**config.mk**
```make
export PLATFORM = sky130hd
export DESIGN_NAME = dpds_top
export DESIGN_NICKNAME = d
export VERILOG_FILES = /design/src/dpds_pkg.sv /design/src/dpds_top.sv
export SDC_FILE = /design/constraint.sdc
export NUM_CORES = 1
export LEC_CHECK = 0
export ABC_AREA = 1
export ABC_CLOCK_PERIOD_IN_PS = 2400
export BUFFER_PORTS_ARGS = -buffer_cell sky130_fd_sc_hd__buf_2
export CORE_ASPECT_RATIO = 0.8
export CORE_MARGIN = 2
export CORE_UTILIZATION = 45
export DETAILED_ROUTE_END_ITERATION = 10
export PLACE_DENSITY = 0.67
export SETUP_SLACK_MARGIN = 0.4
export SYNTH_ARGS = -nofsm -noshare
export SYNTH_HDL_FRONTEND = slang
export SYNTH_SLANG_ARGS = --single-unit
```
**constraint.sdc**
```tcl
create_clock -name CLK -period 2.4 [get_ports CLK]
set_input_delay 0.36 -clock CLK [delete_from_list [all_inputs] [get_ports CLK]]
set_output_delay 0.36 -clock CLK [all_outputs]
set_load 0.005 [all_outputs]
```
**src/dpds_pkg.sv**
```systemverilog
package dpds_pkg;

   // ------------------------------------------------------------
   // timing: ns figures and derived cycle counts at 125 MHz
   // ------------------------------------------------------------
   localparam int CLK_PERIOD_PS      = 8000;
   localparam int IN_DIS_NS          = 16;
   localparam int OUT_FLOAT_NS       = 16;
   localparam int FIXED_OUT_NS       = 40;
   localparam int ACT_NS             = 80;
   localparam int STAB_NS            = 400;
   localparam int IN_DIS_CYC    = (IN_DIS_NS * 1000) / CLK_PERIOD_PS;
   localparam int OUT_FLOAT_CYC = (OUT_FLOAT_NS * 1000 + CLK_PERIOD_PS - 1)
                                  / CLK_PERIOD_PS;
   localparam int FIXED_OUT_CYC = (FIXED_OUT_NS * 1000) / CLK_PERIOD_PS;
   localparam int ACT_CYC       = (ACT_NS * 1000) / CLK_PERIOD_PS;
   localparam int STAB_CYC      = (STAB_NS * 1000 + CLK_PERIOD_PS - 1)
                                  / CLK_PERIOD_PS;
   localparam int CNT_W              = 16;
   localparam int PAR_HOLD_CYC       = 1;

   // ------------------------------------------------------------
   // fixed levels and modes
   // ------------------------------------------------------------
   localparam logic [15:0] FIXED_ADDR = 16'h0000;
   localparam logic        TERM_ON    = 1'h0;
   localparam logic        TERM_OFF   = 1'h1;

   typedef enum logic [2:0] {
      DPDS_RUN, DPDS_ENTER, DPDS_PD, DPDS_FIXED, DPDS_STOPPED, DPDS_WAKE
   } dpds_state_e;

   typedef struct packed {
      logic        row_strobe;
      logic        column_strobe;
      logic        write_enable;
      logic [15:0] address;
   } dpds_cmd_s;

endpackage

```
**src/dpds_top.sv**
```systemverilog
`timescale 1ns/1ps
// Notes on behaviour
// - with power-down enabled, both cke low after a fall enters power-down
// - reset floats outputs and drives all four cke outputs low
// - termination off: only clock, cke, feedback and reset receivers live
// - input buffers off within input_disable_delay after both cke latched low
// - parity receiver stays on one clock longer than command receivers
// - power-down disables outputs except clocks, odt and cke
// - termination off: odt and cke outputs driven low
// - other outputs float output_float_delay cycles after cke outputs low
// - termination on: termination and odt receivers stay on; host drives odt
// - cke rise: matching cke out high, chip selects high, odt low if off
// - termination on: odt outputs follow inputs on exit
// - exit holds command outputs fixed for fixed_output_time, then follow
// - chip-select outputs held high two clocks on exit (exit edge, then cs_hold)
// - clocks held low: stop, float all but cke outputs held low
// - outputs follow inputs within activation_time after clock resumes
module dpds_top
   import dpds_pkg::*;
#(
   parameter int IN_DIS     = IN_DIS_CYC,
   parameter int OUT_FLOAT  = OUT_FLOAT_CYC,
   parameter int FIXED_OUT  = FIXED_OUT_CYC,
   parameter int ACT        = ACT_CYC,
   parameter int STAB       = STAB_CYC
) (
   // clock, reset, enable
   input  wire logic                 CLK,
   input  wire logic                 RST_B,
   input  wire logic                 CE,
   // clock-stopped detect
   input  wire logic                 CLOCK_STOPPED,
   // control bits
   input  wire logic                 POWER_DOWN_ENABLE_BIT,
   input  wire logic                 TERMINATION_MODE_BIT,
   // host side
   input  wire logic [1:0]           CLOCK_ENABLE_IN,
   input  wire logic [1:0]           ODT_IN,
   input  wire logic [1:0]           CHIP_SELECT_IN_N,
   input  wire dpds_pkg::dpds_cmd_s  CMD_IN,
   // dram side
   output logic [3:0]                CLOCK_ENABLE_OUT,
   output logic [1:0]                ODT_OUT,
   output logic [1:0]                CHIP_SELECT_OUT_N,
   output dpds_pkg::dpds_cmd_s       CMD_OUT,
   output logic                      CMD_OUT_EN,
   output logic                      CLOCK_OUT_EN,
   // receiver controls
   output logic                      CMD_RX_EN,
   output logic                      PARITY_RX_EN,
   output logic                      ODT_RX_EN,
   output logic                      INPUT_TERMINATION_EN,
   output logic                      STANDBY
);
   import dpds_pkg::*;

   // ------------------------------------------------------------
   // reset release
   // ------------------------------------------------------------
   logic [1:0] rst_sync;
   logic       rst_n;
   always_ff @(posedge CLK or negedge RST_B) begin
      if (!RST_B) rst_sync <= 2'h0;
      else        rst_sync <= {rst_sync[0], 1'h1};
   end
   assign rst_n = rst_sync[1];

   // ------------------------------------------------------------
   // state and counters
   // ------------------------------------------------------------
   dpds_state_e        state, next_state;
   logic [CNT_W-1:0]   cnt, next_cnt;
   logic [1:0]         cke_q;
   logic               term_off;
   logic               cs_hold;
   logic               floated;
   logic               par_live;

   wire both_low   = (CLOCK_ENABLE_IN == 2'h0);
   wire any_fall   = |(cke_q & ~CLOCK_ENABLE_IN);
   wire any_rise   = |CLOCK_ENABLE_IN;
   wire enter_pd   = POWER_DOWN_ENABLE_BIT && both_low && any_fall;
   wire cnt_done   = (cnt == '0);

   always_comb begin
      next_state = state;
      next_cnt   = (cnt == '0) ? cnt : cnt - CNT_W'(1);
      case (state)
         DPDS_RUN: begin
            if (CLOCK_STOPPED) begin
               next_state = DPDS_STOPPED;
            end else if (enter_pd) begin
               next_state = DPDS_ENTER;
               next_cnt   = CNT_W'(IN_DIS - 1);
            end
         end
         DPDS_ENTER, DPDS_PD: begin
            if (CLOCK_STOPPED) begin
               next_state = DPDS_STOPPED;
            end else if (any_rise) begin
               next_state = DPDS_FIXED;
               next_cnt   = CNT_W'(FIXED_OUT);
            end else if (state == DPDS_ENTER && cnt_done) begin
               next_state = DPDS_PD;
               next_cnt   = CNT_W'(OUT_FLOAT);
            end
         end
         DPDS_FIXED: begin
            if (cnt_done) next_state = DPDS_RUN;
         end
         DPDS_STOPPED: begin
            if (!CLOCK_STOPPED) begin
               next_state = DPDS_WAKE;
               next_cnt   = CNT_W'(ACT - 1);
            end
         end
         DPDS_WAKE: begin
            if (CLOCK_STOPPED)  next_state = DPDS_STOPPED;
            else if (cnt_done)  next_state = DPDS_RUN;
         end
         default: next_state = DPDS_RUN;
      endcase
   end

   always_ff @(posedge CLK or negedge rst_n) begin
      if (!rst_n) begin
         state <= DPDS_RUN;
         cnt   <= '0;
      end else if (CE) begin
         state <= next_state;
         cnt   <= next_cnt;
      end
   end

   always_ff @(posedge CLK or negedge rst_n) begin
      if (!rst_n) begin
         cke_q    <= 2'h3;
         term_off <= TERM_OFF;
         cs_hold  <= 1'h0;
         floated  <= 1'h0;
         par_live <= 1'h1;
      end else if (CE) begin
         cke_q    <= CLOCK_ENABLE_IN;
         if (state == DPDS_RUN && enter_pd)
            term_off <= TERMINATION_MODE_BIT;
         cs_hold  <= (state == DPDS_ENTER || state == DPDS_PD) && any_rise;
         floated  <= (state == DPDS_PD) && cnt_done;
         par_live <= !(state == DPDS_PD || state == DPDS_STOPPED);
      end
   end

   // ------------------------------------------------------------
   // output steering
   // ------------------------------------------------------------
   wire in_pd     = (state == DPDS_ENTER) || (state == DPDS_PD);
   wire stopped   = (state == DPDS_STOPPED) || (state == DPDS_WAKE);
   wire fixed_out = (state == DPDS_FIXED);
   wire exiting   = in_pd && any_rise;

   always_ff @(posedge CLK or negedge rst_n) begin
      if (!rst_n) begin
         CLOCK_ENABLE_OUT  <= 4'h0;
         ODT_OUT           <= 2'h0;
         CHIP_SELECT_OUT_N <= 2'h3;
         CMD_OUT           <= '0;
         CMD_OUT_EN        <= 1'h0;
      end else if (CE) begin
         CLOCK_ENABLE_OUT <= stopped ? 4'h0 : {2{CLOCK_ENABLE_IN}};
         if (stopped || ((in_pd || exiting || fixed_out) && term_off))
            ODT_OUT <= 2'h0;
         else
            ODT_OUT <= ODT_IN;
         if (exiting || cs_hold || stopped || in_pd)
            CHIP_SELECT_OUT_N <= 2'h3;
         else
            CHIP_SELECT_OUT_N <= CHIP_SELECT_IN_N;
         if (exiting || fixed_out) begin
            CMD_OUT <= '{1'h1, 1'h1, 1'h1, FIXED_ADDR};
         end else if (!in_pd && !stopped) begin
            CMD_OUT <= CMD_IN;
         end
         CMD_OUT_EN <= !(stopped || (floated && !exiting) ||
                         ((state == DPDS_PD) && cnt_done && !exiting));
      end
   end

   assign CLOCK_OUT_EN         = rst_n && !stopped;
   assign CMD_RX_EN            = rst_n && !(state == DPDS_PD || stopped);
   assign PARITY_RX_EN         = rst_n && par_live;
   assign ODT_RX_EN            = rst_n && !stopped && !(in_pd && term_off);
   assign INPUT_TERMINATION_EN = rst_n && !stopped && !(in_pd && term_off);
   assign STANDBY              = stopped;

   // ------------------------------------------------------------
   // checks
   // ------------------------------------------------------------
   AST_ENTRY: assert property (@(posedge CLK) disable iff (!rst_n)
      CE && state == DPDS_RUN && !CLOCK_STOPPED && enter_pd
      |=> state == DPDS_ENTER) else $error("power-down entry missed");
   AST_STOP_CKE: assert property (@(posedge CLK) disable iff (!rst_n)
      CE && state == DPDS_STOPPED |=> CLOCK_ENABLE_OUT == 4'h0 && !CMD_OUT_EN)
      else $error("stopped outputs wrong");
   AST_CKE_RISE: assert property (@(posedge CLK) disable iff (!rst_n)
      CE && exiting |=> CLOCK_ENABLE_OUT[1:0] == $past(CLOCK_ENABLE_IN)
      && CHIP_SELECT_OUT_N == 2'h3) else $error("exit levels wrong");
   AST_ODT_OFF: assert property (@(posedge CLK) disable iff (!rst_n)
      CE && in_pd && term_off |=> ODT_OUT == 2'h0) else $error("odt not low");
   AST_RX_OFF: assert property (@(posedge CLK) disable iff (!rst_n)
      state == DPDS_PD |-> !CMD_RX_EN) else $error("receivers still on");
   AST_PAR: assert property (@(posedge CLK) disable iff (!rst_n)
      CE && $rose(state == DPDS_PD) |-> PARITY_RX_EN) else $error("parity early off");
   AST_TERM_ON: assert property (@(posedge CLK) disable iff (!rst_n)
      in_pd && !term_off |-> ODT_RX_EN && INPUT_TERMINATION_EN)
      else $error("termination dropped");
   AST_FIXED: assert property (@(posedge CLK) disable iff (!rst_n)
      CE && fixed_out |=> CMD_OUT.address == FIXED_ADDR) else $error("not fixed");
   COV_PD: cover property (@(posedge CLK) state == DPDS_PD);
   COV_EXIT: cover property (@(posedge CLK) state == DPDS_FIXED);
   COV_STOP: cover property (@(posedge CLK) state == DPDS_WAKE);
   COV_TERM_ON: cover property (@(posedge CLK) state == DPDS_PD && !term_off);

   // ------------------------------------------------------------
   // wake-up age, for the activation bound
   // ------------------------------------------------------------
   logic [CNT_W-1:0] wake_age;
   always_ff @(posedge CLK or negedge rst_n) begin
      if (!rst_n) begin
         wake_age <= '0;
      end else if (CE) begin
         wake_age <= (state == DPDS_WAKE) ? wake_age + CNT_W'(1) : '0;
      end
   end

   // ------------------------------------------------------------
   // power-down checks
   // ------------------------------------------------------------
   AST_TERM_LATCH: assert property (@(posedge CLK)
      disable iff (!rst_n)
      CE && state == DPDS_RUN && enter_pd
      |=> term_off == $past(TERMINATION_MODE_BIT))
      else $error("termination mode not latched");

   AST_IN_OFF: assert property (@(posedge CLK)
      disable iff (!rst_n)
      state == DPDS_PD && term_off
      |-> !CMD_RX_EN && !ODT_RX_EN && !INPUT_TERMINATION_EN)
      else $error("receivers on with termination off");

   AST_ENTER_LEN: assert property (@(posedge CLK)
      disable iff (!rst_n)
      state == DPDS_ENTER |-> cnt < CNT_W'(IN_DIS))
      else $error("input disable too slow");

   AST_PAR_OFF: assert property (@(posedge CLK)
      disable iff (!rst_n)
      CE && state == DPDS_PD |=> !PARITY_RX_EN)
      else $error("parity receiver left on");

   AST_CLK_OUT: assert property (@(posedge CLK)
      disable iff (!rst_n)
      in_pd |-> CLOCK_OUT_EN)
      else $error("clock outputs stopped in power-down");

   AST_CMD_HOLD: assert property (@(posedge CLK)
      disable iff (!rst_n)
      CE && in_pd && !any_rise |=> $stable(CMD_OUT))
      else $error("command taken in power-down");

   AST_FLOAT: assert property (@(posedge CLK)
      disable iff (!rst_n)
      CE && state == DPDS_PD && cnt_done && !any_rise |=> !CMD_OUT_EN)
      else $error("command outputs not floated");

   AST_ODT_FOLLOW: assert property (@(posedge CLK)
      disable iff (!rst_n)
      CE && in_pd && !term_off |=> ODT_OUT == $past(ODT_IN))
      else $error("odt not following with termination on");

   AST_FIXED_END: assert property (@(posedge CLK)
      disable iff (!rst_n)
      CE && fixed_out && cnt_done |=> state == DPDS_RUN)
      else $error("fixed levels held too long");

   AST_CS_MAX: assert property (@(posedge CLK)
      disable iff (!rst_n)
      CE && exiting ##1 CE ##1 CE
      |=> CHIP_SELECT_OUT_N == $past(CHIP_SELECT_IN_N))
      else $error("chip selects held high too long");

   // ------------------------------------------------------------
   // reset, stop, wake, cke mirror and clock-enable freeze checks
   // ------------------------------------------------------------
   AST_RST_LOW: assert property (@(posedge CLK)
      !rst_n |-> CLOCK_ENABLE_OUT == 4'h0 && !CMD_OUT_EN)
      else $error("outputs live in reset");

   AST_MIRROR: assert property (@(posedge CLK)
      disable iff (!rst_n)
      CLOCK_ENABLE_OUT[3:2] == CLOCK_ENABLE_OUT[1:0])
      else $error("clock-enable copies differ");

   AST_STOP_OUT: assert property (@(posedge CLK)
      disable iff (!rst_n)
      CE && state == DPDS_STOPPED
      |=> CHIP_SELECT_OUT_N == 2'h3 && ODT_OUT == 2'h0 && !CLOCK_OUT_EN)
      else $error("outputs live while clocks stopped");

   AST_WAKE: assert property (@(posedge CLK)
      disable iff (!rst_n)
      state == DPDS_WAKE |-> wake_age < CNT_W'(ACT))
      else $error("wake-up too slow");

   AST_FREEZE: assert property (@(posedge CLK)
      disable iff (!rst_n)
      !CE |=> $stable(state) && $stable(cnt) && $stable(CMD_OUT))
      else $error("state moved with clock enable low");

endmodule // dpds_top

```
==> metrics.md, run 1 <==
| Metric | Value |
|---|---|
| # IOs | `65` |
| Clock tree buffer depth | `2` |
| DR WL met2 | `around 3200 um` |
| Worst-margin pin slew | `approximately 0.54 ns` |
| Type of the most critical hold path | `reg2async` |
| Met1 WL | `3310 um` |
| Max_cap viols | `0` |
| Die ar. | `between 7000 and 8000 um^2` |
| Die Y | `between 70 and 80 um` |
| Count of final hold-check violations | `0` |
| Data arrival time of the worst path | `approximately 1.5 ns` |
| Synthesized flop and latch total | `53` |
| P_leak | `between 1.5 and 2 nW` |
| DR pass1 iterations | `5` |
| Post-Syn Area | `3030 um^2` |
| Post-DP HPWL | `5030 um` |
| Vias | `~2.6k` |
| DRC viols | `0` |
| Crit path capture type | `output pin` |
| Clock root buffer | `clkbuf_8` |
| WP buf/inv | `1` |
| CP max FO | `5` |
| Fmax | `approximately 530 MHz` |
| Kind of cell adding the most delay to the critical path | `simple AND/OR/NAND/NOR gates` |
| Starting Density | `47.0%` |
| Largest net degree at the start of global routing | `43` |
| Overflow after GRT | `0` |
| Top Metal Used | `met4` |
| TritonCTS clock tree | `done` |
| Mean Syn Cell Area | `roughly 8 um^2` |
| Row cnt | `26` |
| Syn_nets | `409` |
| Total Nets Final | `around 480` |
| Worst IR Drop VDD | `between 500 and 600 uV` |
| Worst R2R End | `cnt[5]` |
| Share of cells above drive strength 1 | `a little under a third` |
| Core area | `6440 um^2` |
| RSZ-0062 raised after global routing | `no` |
| CP peak stage delay | `0.45 ns` |
| Die width | `95.8 um` |
| Tcrit/Tclk final | `78.5%` |
| Via density | `~4.9` |
| Synth warnings | `0` |
| Register area share after synthesis | `around 44%` |
| Initial antenna violation count | `0` |
| Port bufs | `64` |
| Synth unique cells | `38` |
| Setup TNS | `0 ns` |
| Relative slew slack | `between 60% and 70%` |
| Crit-path slowest cell | `dfrtp_1` |
| Skew final | `roughly 0.004 ns` |
| Total track usage | `between 15 and 20%` |
| Worst-Skew Late Latency | `0.31 ns` |
| Pwr dens | `about 1300 nW/um^2` |
| H-Tree Level Count | `2` |
| CTS buffer count | `5` |
| Synthesized instance count | `377` |
| Antenna cell count | `0` |
| CTS Sinks | `between 50 and 60` |
| Setup CP Type | `reg2out` |
| Most common cell after layout, fill and taps aside | `buf_2` |
| Final Max Tran Viols | `0` |
| Worst setup SP type | `register` |
| Min Tclk post-route | `between 1.5 and 2 ns` |
| FF-to-FF Start | `cnt[0]` |
| First-pass GRT wire length | `around 12000 um` |
| Area growth syn-to-layout | `18.7%` |
| Total power | `approximately 4.6 mW` |
| Gpl congestion | `just over 0.9` |
| Endpoints failing setup | `0` |
| Met3 wire length | `411 um` |
| R2r worst-path depth | `11` |
| Final wirelength | `between 6000 and 7000 um` |
| Most frequent cells in the layout | `buf_2 (64), nand2_1 (63), inv_1 (56)` |
| Drt initial violations | `around 230` |
| Final ANT Viol Nets | `0` |
| Clock slew at reported path FFs | `approximately 0.10 ns` |
| DR WL/cell | `13.2 um` |
| Outcome | `finished clean` |
| Worst R2R Setup Slack | `0.53 ns` |
| Critical path required time | `around 2 ns` |
| Cell Chain, Critical Path | `nor2_1 -> nand2_2 -> nand2_2 -> nor2_1 -> o21a_1 -> buf_2` |
| Vias in the first global route | `between 2k and 2.5k` |
## per-layer routing
layer | GRT usage, % | vias to the layer above
li1 | - | 1331
met1 | 29.4 | 1200
met2 | 30.0 | 80
met3 | 3.88 | 10
met4 | 4.86 | 0
met5 | 0 | -
## how the worst max path moves through the flow
| stage | from | to | slack (ns) | cells past startpoint |
|---|---|---|---|---|
| 3_5_place_dp | state[2] | CMD_OUT[15] | 0.05 | 9 |
| 5_1_grt | cnt[0] | state[0] | 0.38 | 9 |
| 2_1_floorplan | rst_sync[1] | ODT_RX_EN | 0.52 | 4 |
| 3_3_place_gp | state[2] | CMD_OUT[15] | 0.16 | 9 |
| 4_1_cts | state[2] | CMD_OUT[15] | 0.47 | 9 |
| 6_report | state[1] | ODT_RX_EN | 0.51 | 6 |
## cell families after synthesis
logic type | count (synthesis) | synth area share (%)
other | 1 | 0.124
adders and majority gates | 1 | 0.413
DFF | 53 | 44.0
AOI/OAI and AO/OA | 67 | 13.8
xor gates and xnor gates | 6 | 1.73
and+or+nand+nor | 170 | 28.3
buffers and inverters | 79 | 11.6
## flip-flops by register name, indices dropped and copies added (netlist names)
name and cells:
state 3, CHIP_SELECT_OUT_N 2, cs_hold 1, CLOCK_ENABLE_OUT 2, par_live 1, ODT_OUT 2
CMD_OUT 19, cke_q 2, term_off 1, floated 1, rst_sync 2, CMD_OUT_EN 1
cnt 16
## Yosys cell counts
cell      number  area (um^2)
nor3_1         3         15.0
buf_12         1         20.0
ha_1           1         12.5
buf_4          5         37.5
o21ai_2       11         96.3
nor2_1        43          161
o21bai_1       1         7.51
o211ai_1       2         15.0
nand2_2        3         18.8
o31ai_1        2         15.0
nor2_2         2         12.5
clkbuf_1       5         18.8
conb_1         1         3.75
inv_4          1         6.26
nand4_1        3         18.8
a21oi_2        4         35.0
nor2_8         2         40.0
nand3_4        1         17.5
nand2_4        1         11.3
xnor2_1        2         17.5
buf_6          2         22.5
o21ai_0       24          120
nor2_4         2         22.5
nand3_2       13          130
nand3_1       31          155
nand2_1       64          240
buf_2          1         5.00
a31oi_1        1         6.26
inv_1         57          214
dfrtp_1       47         1180
o21ai_1       11         55.1
xor2_1         4         35.0
dfstp_2        6          158
o21a_1         1         7.51
inv_2          7         26.3
a21oi_4        1         16.3
nand3b_1       2         15.0
a21oi_1        9         45.0
## what timing repair did
| item | 4_1_cts | 5_1_grt |
|---|---|---|
| hold endpoints to repair | 2 | 0 |
| hold buffers | 1 | 0 |
| pin swaps | 2 | 2 |
| buffers inserted | 2 | 3 |
| gates cloned | 1 | 0 |
| setup endpoints to repair | 27 | 26 |
| gates resized for setup | 1 | 4 |
## stage by stage
stage / util [%] / instance area (um^2) / setup WS (ns) / instances / hold slack (ns)
final: 55.8 / 3600 / 0.515 / 530 / 0.141
after global routing: 55.8 / 3600 / 0.378 / 530 / 0.163
after CTS: 54.9 / 3540 / 0.472 / 527 / 0.146
after detailed placement: 52.5 / 3380 / 0.0463 / 515 / 0.136
after global placement: 52.5 / 3380 / 0.162 / 515 / 0.137
after floorplan: - / 3030 / 0.515 / 377 / 0.0644
## where the power goes
part           switching (mW)  leakage, nW  internal [mW]
Clock                   0.308       0.0585          0.313
Combinational            1.57         1.14          0.955
Sequential              0.231        0.658           1.27
## worst register-to-register path, stage by stage (launching register included)
cell and delay (ns):
dfrtp_1 0.42, inv_2 0.10, ha_1 0.20, nand2_1 0.12
nor2_4 0.16, nand3_4 0.14, nor2_2 0.14, nand2_1 0.13
nand2_2 0.11, nand2_1 0.08, nand2_1 0.07, o21ai_0 0.09
## cell type report
cell class              instances  area (um^2)
flip-flops and latches         53         1340
clock buffers                   5         68.8
clock inverters                 3         43.8
fillers                       593         2840
repair buffers                 74          423
multi-input cells             246         1380
well taps                      84          105
inverters                      65          246
No activity file was read; power rests on OpenSTA's default activity.
==> run 2: changes to the inputs <==
- ABC_AREA: 1 -> 0
- ABC_CLOCK_PERIOD_IN_PS: 2400 -> 1800
- PLACE_DENSITY: 0.67 -> 0.68
- clock period: 2.4 -> 1.8 ns (I/O delays scaled with it)
==> run 2 against run 1 <==
The flow now finishes with violations (negative setup slack). Via count increased by 11%. Clock power rose by 20%. Critical path depth is 1 higher. Synthesized cell count shrank 23%. Worst setup slack worse by 0.81 ns. Register-to-register slack got worse by 0.82 ns. Critical path type is now reg2reg. Critical endpoint is now cnt[14]. Largest power group unchanged.
==> metrics.md, run 2 <==
| Metric | Value |
|---|---|
| Outcome | `finished, violations left` |
| Failing checks | `negative setup slack` |
| Post-Syn Area | `2800 um^2 (-7.6%)` |
| Post-DP HPWL | `5430 um (+8.0%)` |
| Row cnt | `25 (-3.8%)` |
| Clock tree buffer depth | `2 (unchanged)` |
| Vias in the first global route | `2826 (+14%)` |
| Relative slew slack | `60.4% (-3.4 points)` |
| Starting Density | `46.9% (-0.16 points)` |
| Worst IR Drop VDD | `677 uV (+30%)` |
| Max reg flops | `19 (unchanged)` |
| Initial antenna violation count | `0 (unchanged)` |
| Placed Cells | `468 (-9.1%)` |
| Data arrival time of the worst path | `2.31 ns (+0.78 ns)` |
| Count of final hold-check violations | `0 (unchanged)` |
| Setup TNS | `-4.23 ns (-4.23 ns)` |
| Worst setup SP type | `register` |
| Synthesized instance count | `290 (-23%)` |
| Critical path required time | `2.02 ns (-0.02 ns)` |
| Synth unique cells | `59 (+55%)` |
| Worst-Skew Late Latency | `0.31 ns (about the same)` |
| Port bufs | `64 (unchanged)` |
| Largest Register | `CMD_OUT` |
| Largest net degree at the start of global routing | `46 (+7.0%)` |
| Core area | `5970 um^2 (-7.2%)` |
| First-pass GRT wire length | `14200 um (+22%)` |
| Gpl congestion | `0.921 (-0.68%)` |
| Most frequent cells after synthesis | `dfrtp_1 (47), nor2_1 (28), a22o_1 (21), o21ai_0 (16), inv_1 (15)` |
| Total track usage | `26.3% (+6.4 points)` |
| Synth area leaders | `dfrtp_1 (42%), a22o_1 (6.6%), dfstp_2 (5.6%)` |
| Die Y | `74.6 um (-3.7%)` |
| Register area share after synthesis | `47.6% (+3.6 points)` |
| Final cell count without fillers | `507 (-4.3%)` |
| Tcrit/Tclk final | `116%` |
| Overflow after GRT | `0 (unchanged)` |
| Type of the most critical hold path | `in2reg` |
| Area growth syn-to-layout | `53.5%` |
| Die ar. | `6880 um^2 (-7.2%)` |
| Share of cells above drive strength 1 | `50.2% (+19 points)` |
| Max_cap viols | `0 (unchanged)` |
| Top Usage Layer GRT | `met2` |
| Fmax | `about 480 MHz` |
| H-Tree Level Count | `2 (unchanged)` |
| DR WL/cell | `17.4 um (+32%)` |
| Setup ws final | `-0.291 ns (-0.806 ns)` |
| Clock root buffer | `clkbuf_8` |
| Largest regs | `CMD_OUT (19), cnt (16), state (3)` |
| CP max FO | `3 (-2)` |
| Met2 Use GR | `43.1% (+13 points)` |
| Most frequent cells in the layout | `buf_2 (61), buf_4 (61), dfrtp_1 (43)` |
| EDFF count, synth | `0 (unchanged)` |
| Crit path capture type | `register` |
| Endpoints failing setup | `21 (+21)` |
| Met3 usage | `5.27% (+1.4 points)` |
| DR pass1 iterations | `5 (unchanged)` |
| DRC viols | `0 (unchanged)` |
| Pwr dens | `1530 nW/um^2 (+19%)` |
| Ys flop type | `dfrtp_1` |
| CTS Sinks | `53 (unchanged)` |
| Drt initial violations | `243 (+5.2%)` |
| Vias | `2897 (+11%)` |
| Total Nets Final | `457 (-4.2%)` |
| Via density | `5.71 (+16%)` |
| Async S/R FF share, synth | `100% (unchanged)` |
| Synth warnings | `0 (unchanged)` |
| Fin util | `72.0% (+16 points)` |
| Setup CP Type | `reg2reg` |
| Die width | `92.2 um (-3.7%)` |
| Final wirelength | `8830 um (+27%)` |
| P_leak | `2.03 nW (+9.2%)` |
| Mean Syn Cell Area | `9.66 um^2 (+20%)` |
| Skew final | `0.0133 ns (+0.00935 ns)` |
| Min Tclk post-route | `around 2.1 ns` |
| Biggest area consumer among synthesized cells | `dfrtp_1` |
| CTS buffer count | `5 (unchanged)` |
| TritonCTS clock tree | `done` |
| Final ANT Viol Nets | `0 (unchanged)` |
| RSZ-0062 raised after global routing | `yes` |
| # IOs | `65 (unchanged)` |
| Hold_ws | `0.164 ns (+0.0235 ns)` |
| Worst-margin pin slew | `0.578 ns (+0.0358 ns)` |
| Clock slew at reported path FFs | `0.11 ns (about the same)` |
| Count leader, synth | `dfrtp_1` |
| Final Max Tran Viols | `0 (unchanged)` |
| Met1 GRT Util | `36.5% (+7.1 points)` |
| Antenna cell count | `0 (unchanged)` |
| Yosys top cell area share | `42.0% (+3.2 points)` |
| Syn_nets | `322 (-21%)` |
| Synthesized flop and latch total | `53 (unchanged)` |
[run 2: power by group]
| part | switching [mW] | internal [mW] | total [mW] |
|---|---|---|---|
| Sequential | 0.258 | 1.62 | 1.88 |
| Combinational | 1.87 | 2.10 | 3.96 |
| Clock | 0.422 | 0.321 | 0.743 |
[run 2: cells by family after synthesis]
logic type / Yosys count / share of synthesized area (%)
flops: 53 / 47.6
xor+xnor: 3 / 0.938
other cells: 1 / 0.134
mux: 4 / 1.47
simple gates: 101 / 19.8
fa+ha+maj: 1 / 0.447
buf+inv: 35 / 5.27
compound gates: 92 / 24.3
[run 2: metrics by stage]
step / worst slack, ns / cell area, um^2 / power, mW
finish: -0.291 / 4300 / 6.58
global route: -0.368 / 4300 / 6.98
CTS: -0.286 / 4240 / 6.36
detailed placement: -0.290 / 3620 / 4.82
global placement: -0.254 / 3620 / 4.78
floorplan: -0.233 / 2940 / 3.72
[run 2: worst max-delay path, cell delays in order (launching register included)]
cell     delay, ns
dfrtp_1       0.40
inv_1         0.06
ha_2          0.16
or4b_4        0.50
buf_6         0.15
or4_4         0.41
a21o_1        0.17
a21o_1        0.14
[run 2: area by class of cell]
cell class	instances	area (um^2)
clock inverters	2	17.5
inverters	16	67.6
clock buffers	6	82.6
repair buffers	147	1150
multi-input cells	202	1530
fillers	412	1680
well taps	81	101
flip-flops and latches	53	1340
[run 2: worst paths after layout]
path | cells past startpoint | to | from | slack (ns)
max in group asynchronous | 1 | state[1] | rst_sync[1] | 0.89
min in group asynchronous | 2 | rst_sync[0] | RST_B | 0.27
worst max-delay path | 7 | cnt[14] | cnt[1] | -0.29
worst min-delay path | 2 | CMD_OUT[1] | CMD_IN[1] | 0.16
worst max register to register | 7 | cnt[14] | cnt[1] | -0.29
worst min register to register | 1 | CMD_OUT[8] | rst_sync[1] | 0.30
[run 2: layer usage]
| metal | part of all wire (%) | wire length, um | vias up |
|---|---|---|---|
| li1 | - | - | 1346 |
| met1 | 44 | 3860 | 1370 |
| met2 | 46 | 4100 | 153 |
| met3 | 7.5 | 664 | 28 |
| met4 | 2.3 | 206 | 0 |
| met5 | 0 | 0 | - |
[run 2: timing repair]
item / 4_1_cts / 5_1_grt
resized for setup: 55 / 13
cloned: 4 / 0
hold buffers: 1 / 0
endpoints found under the setup margin: 48 / 52
endpoints found under the hold margin: 2 / 0
pin swaps: 21 / 4
setup buffers: 25 / 1
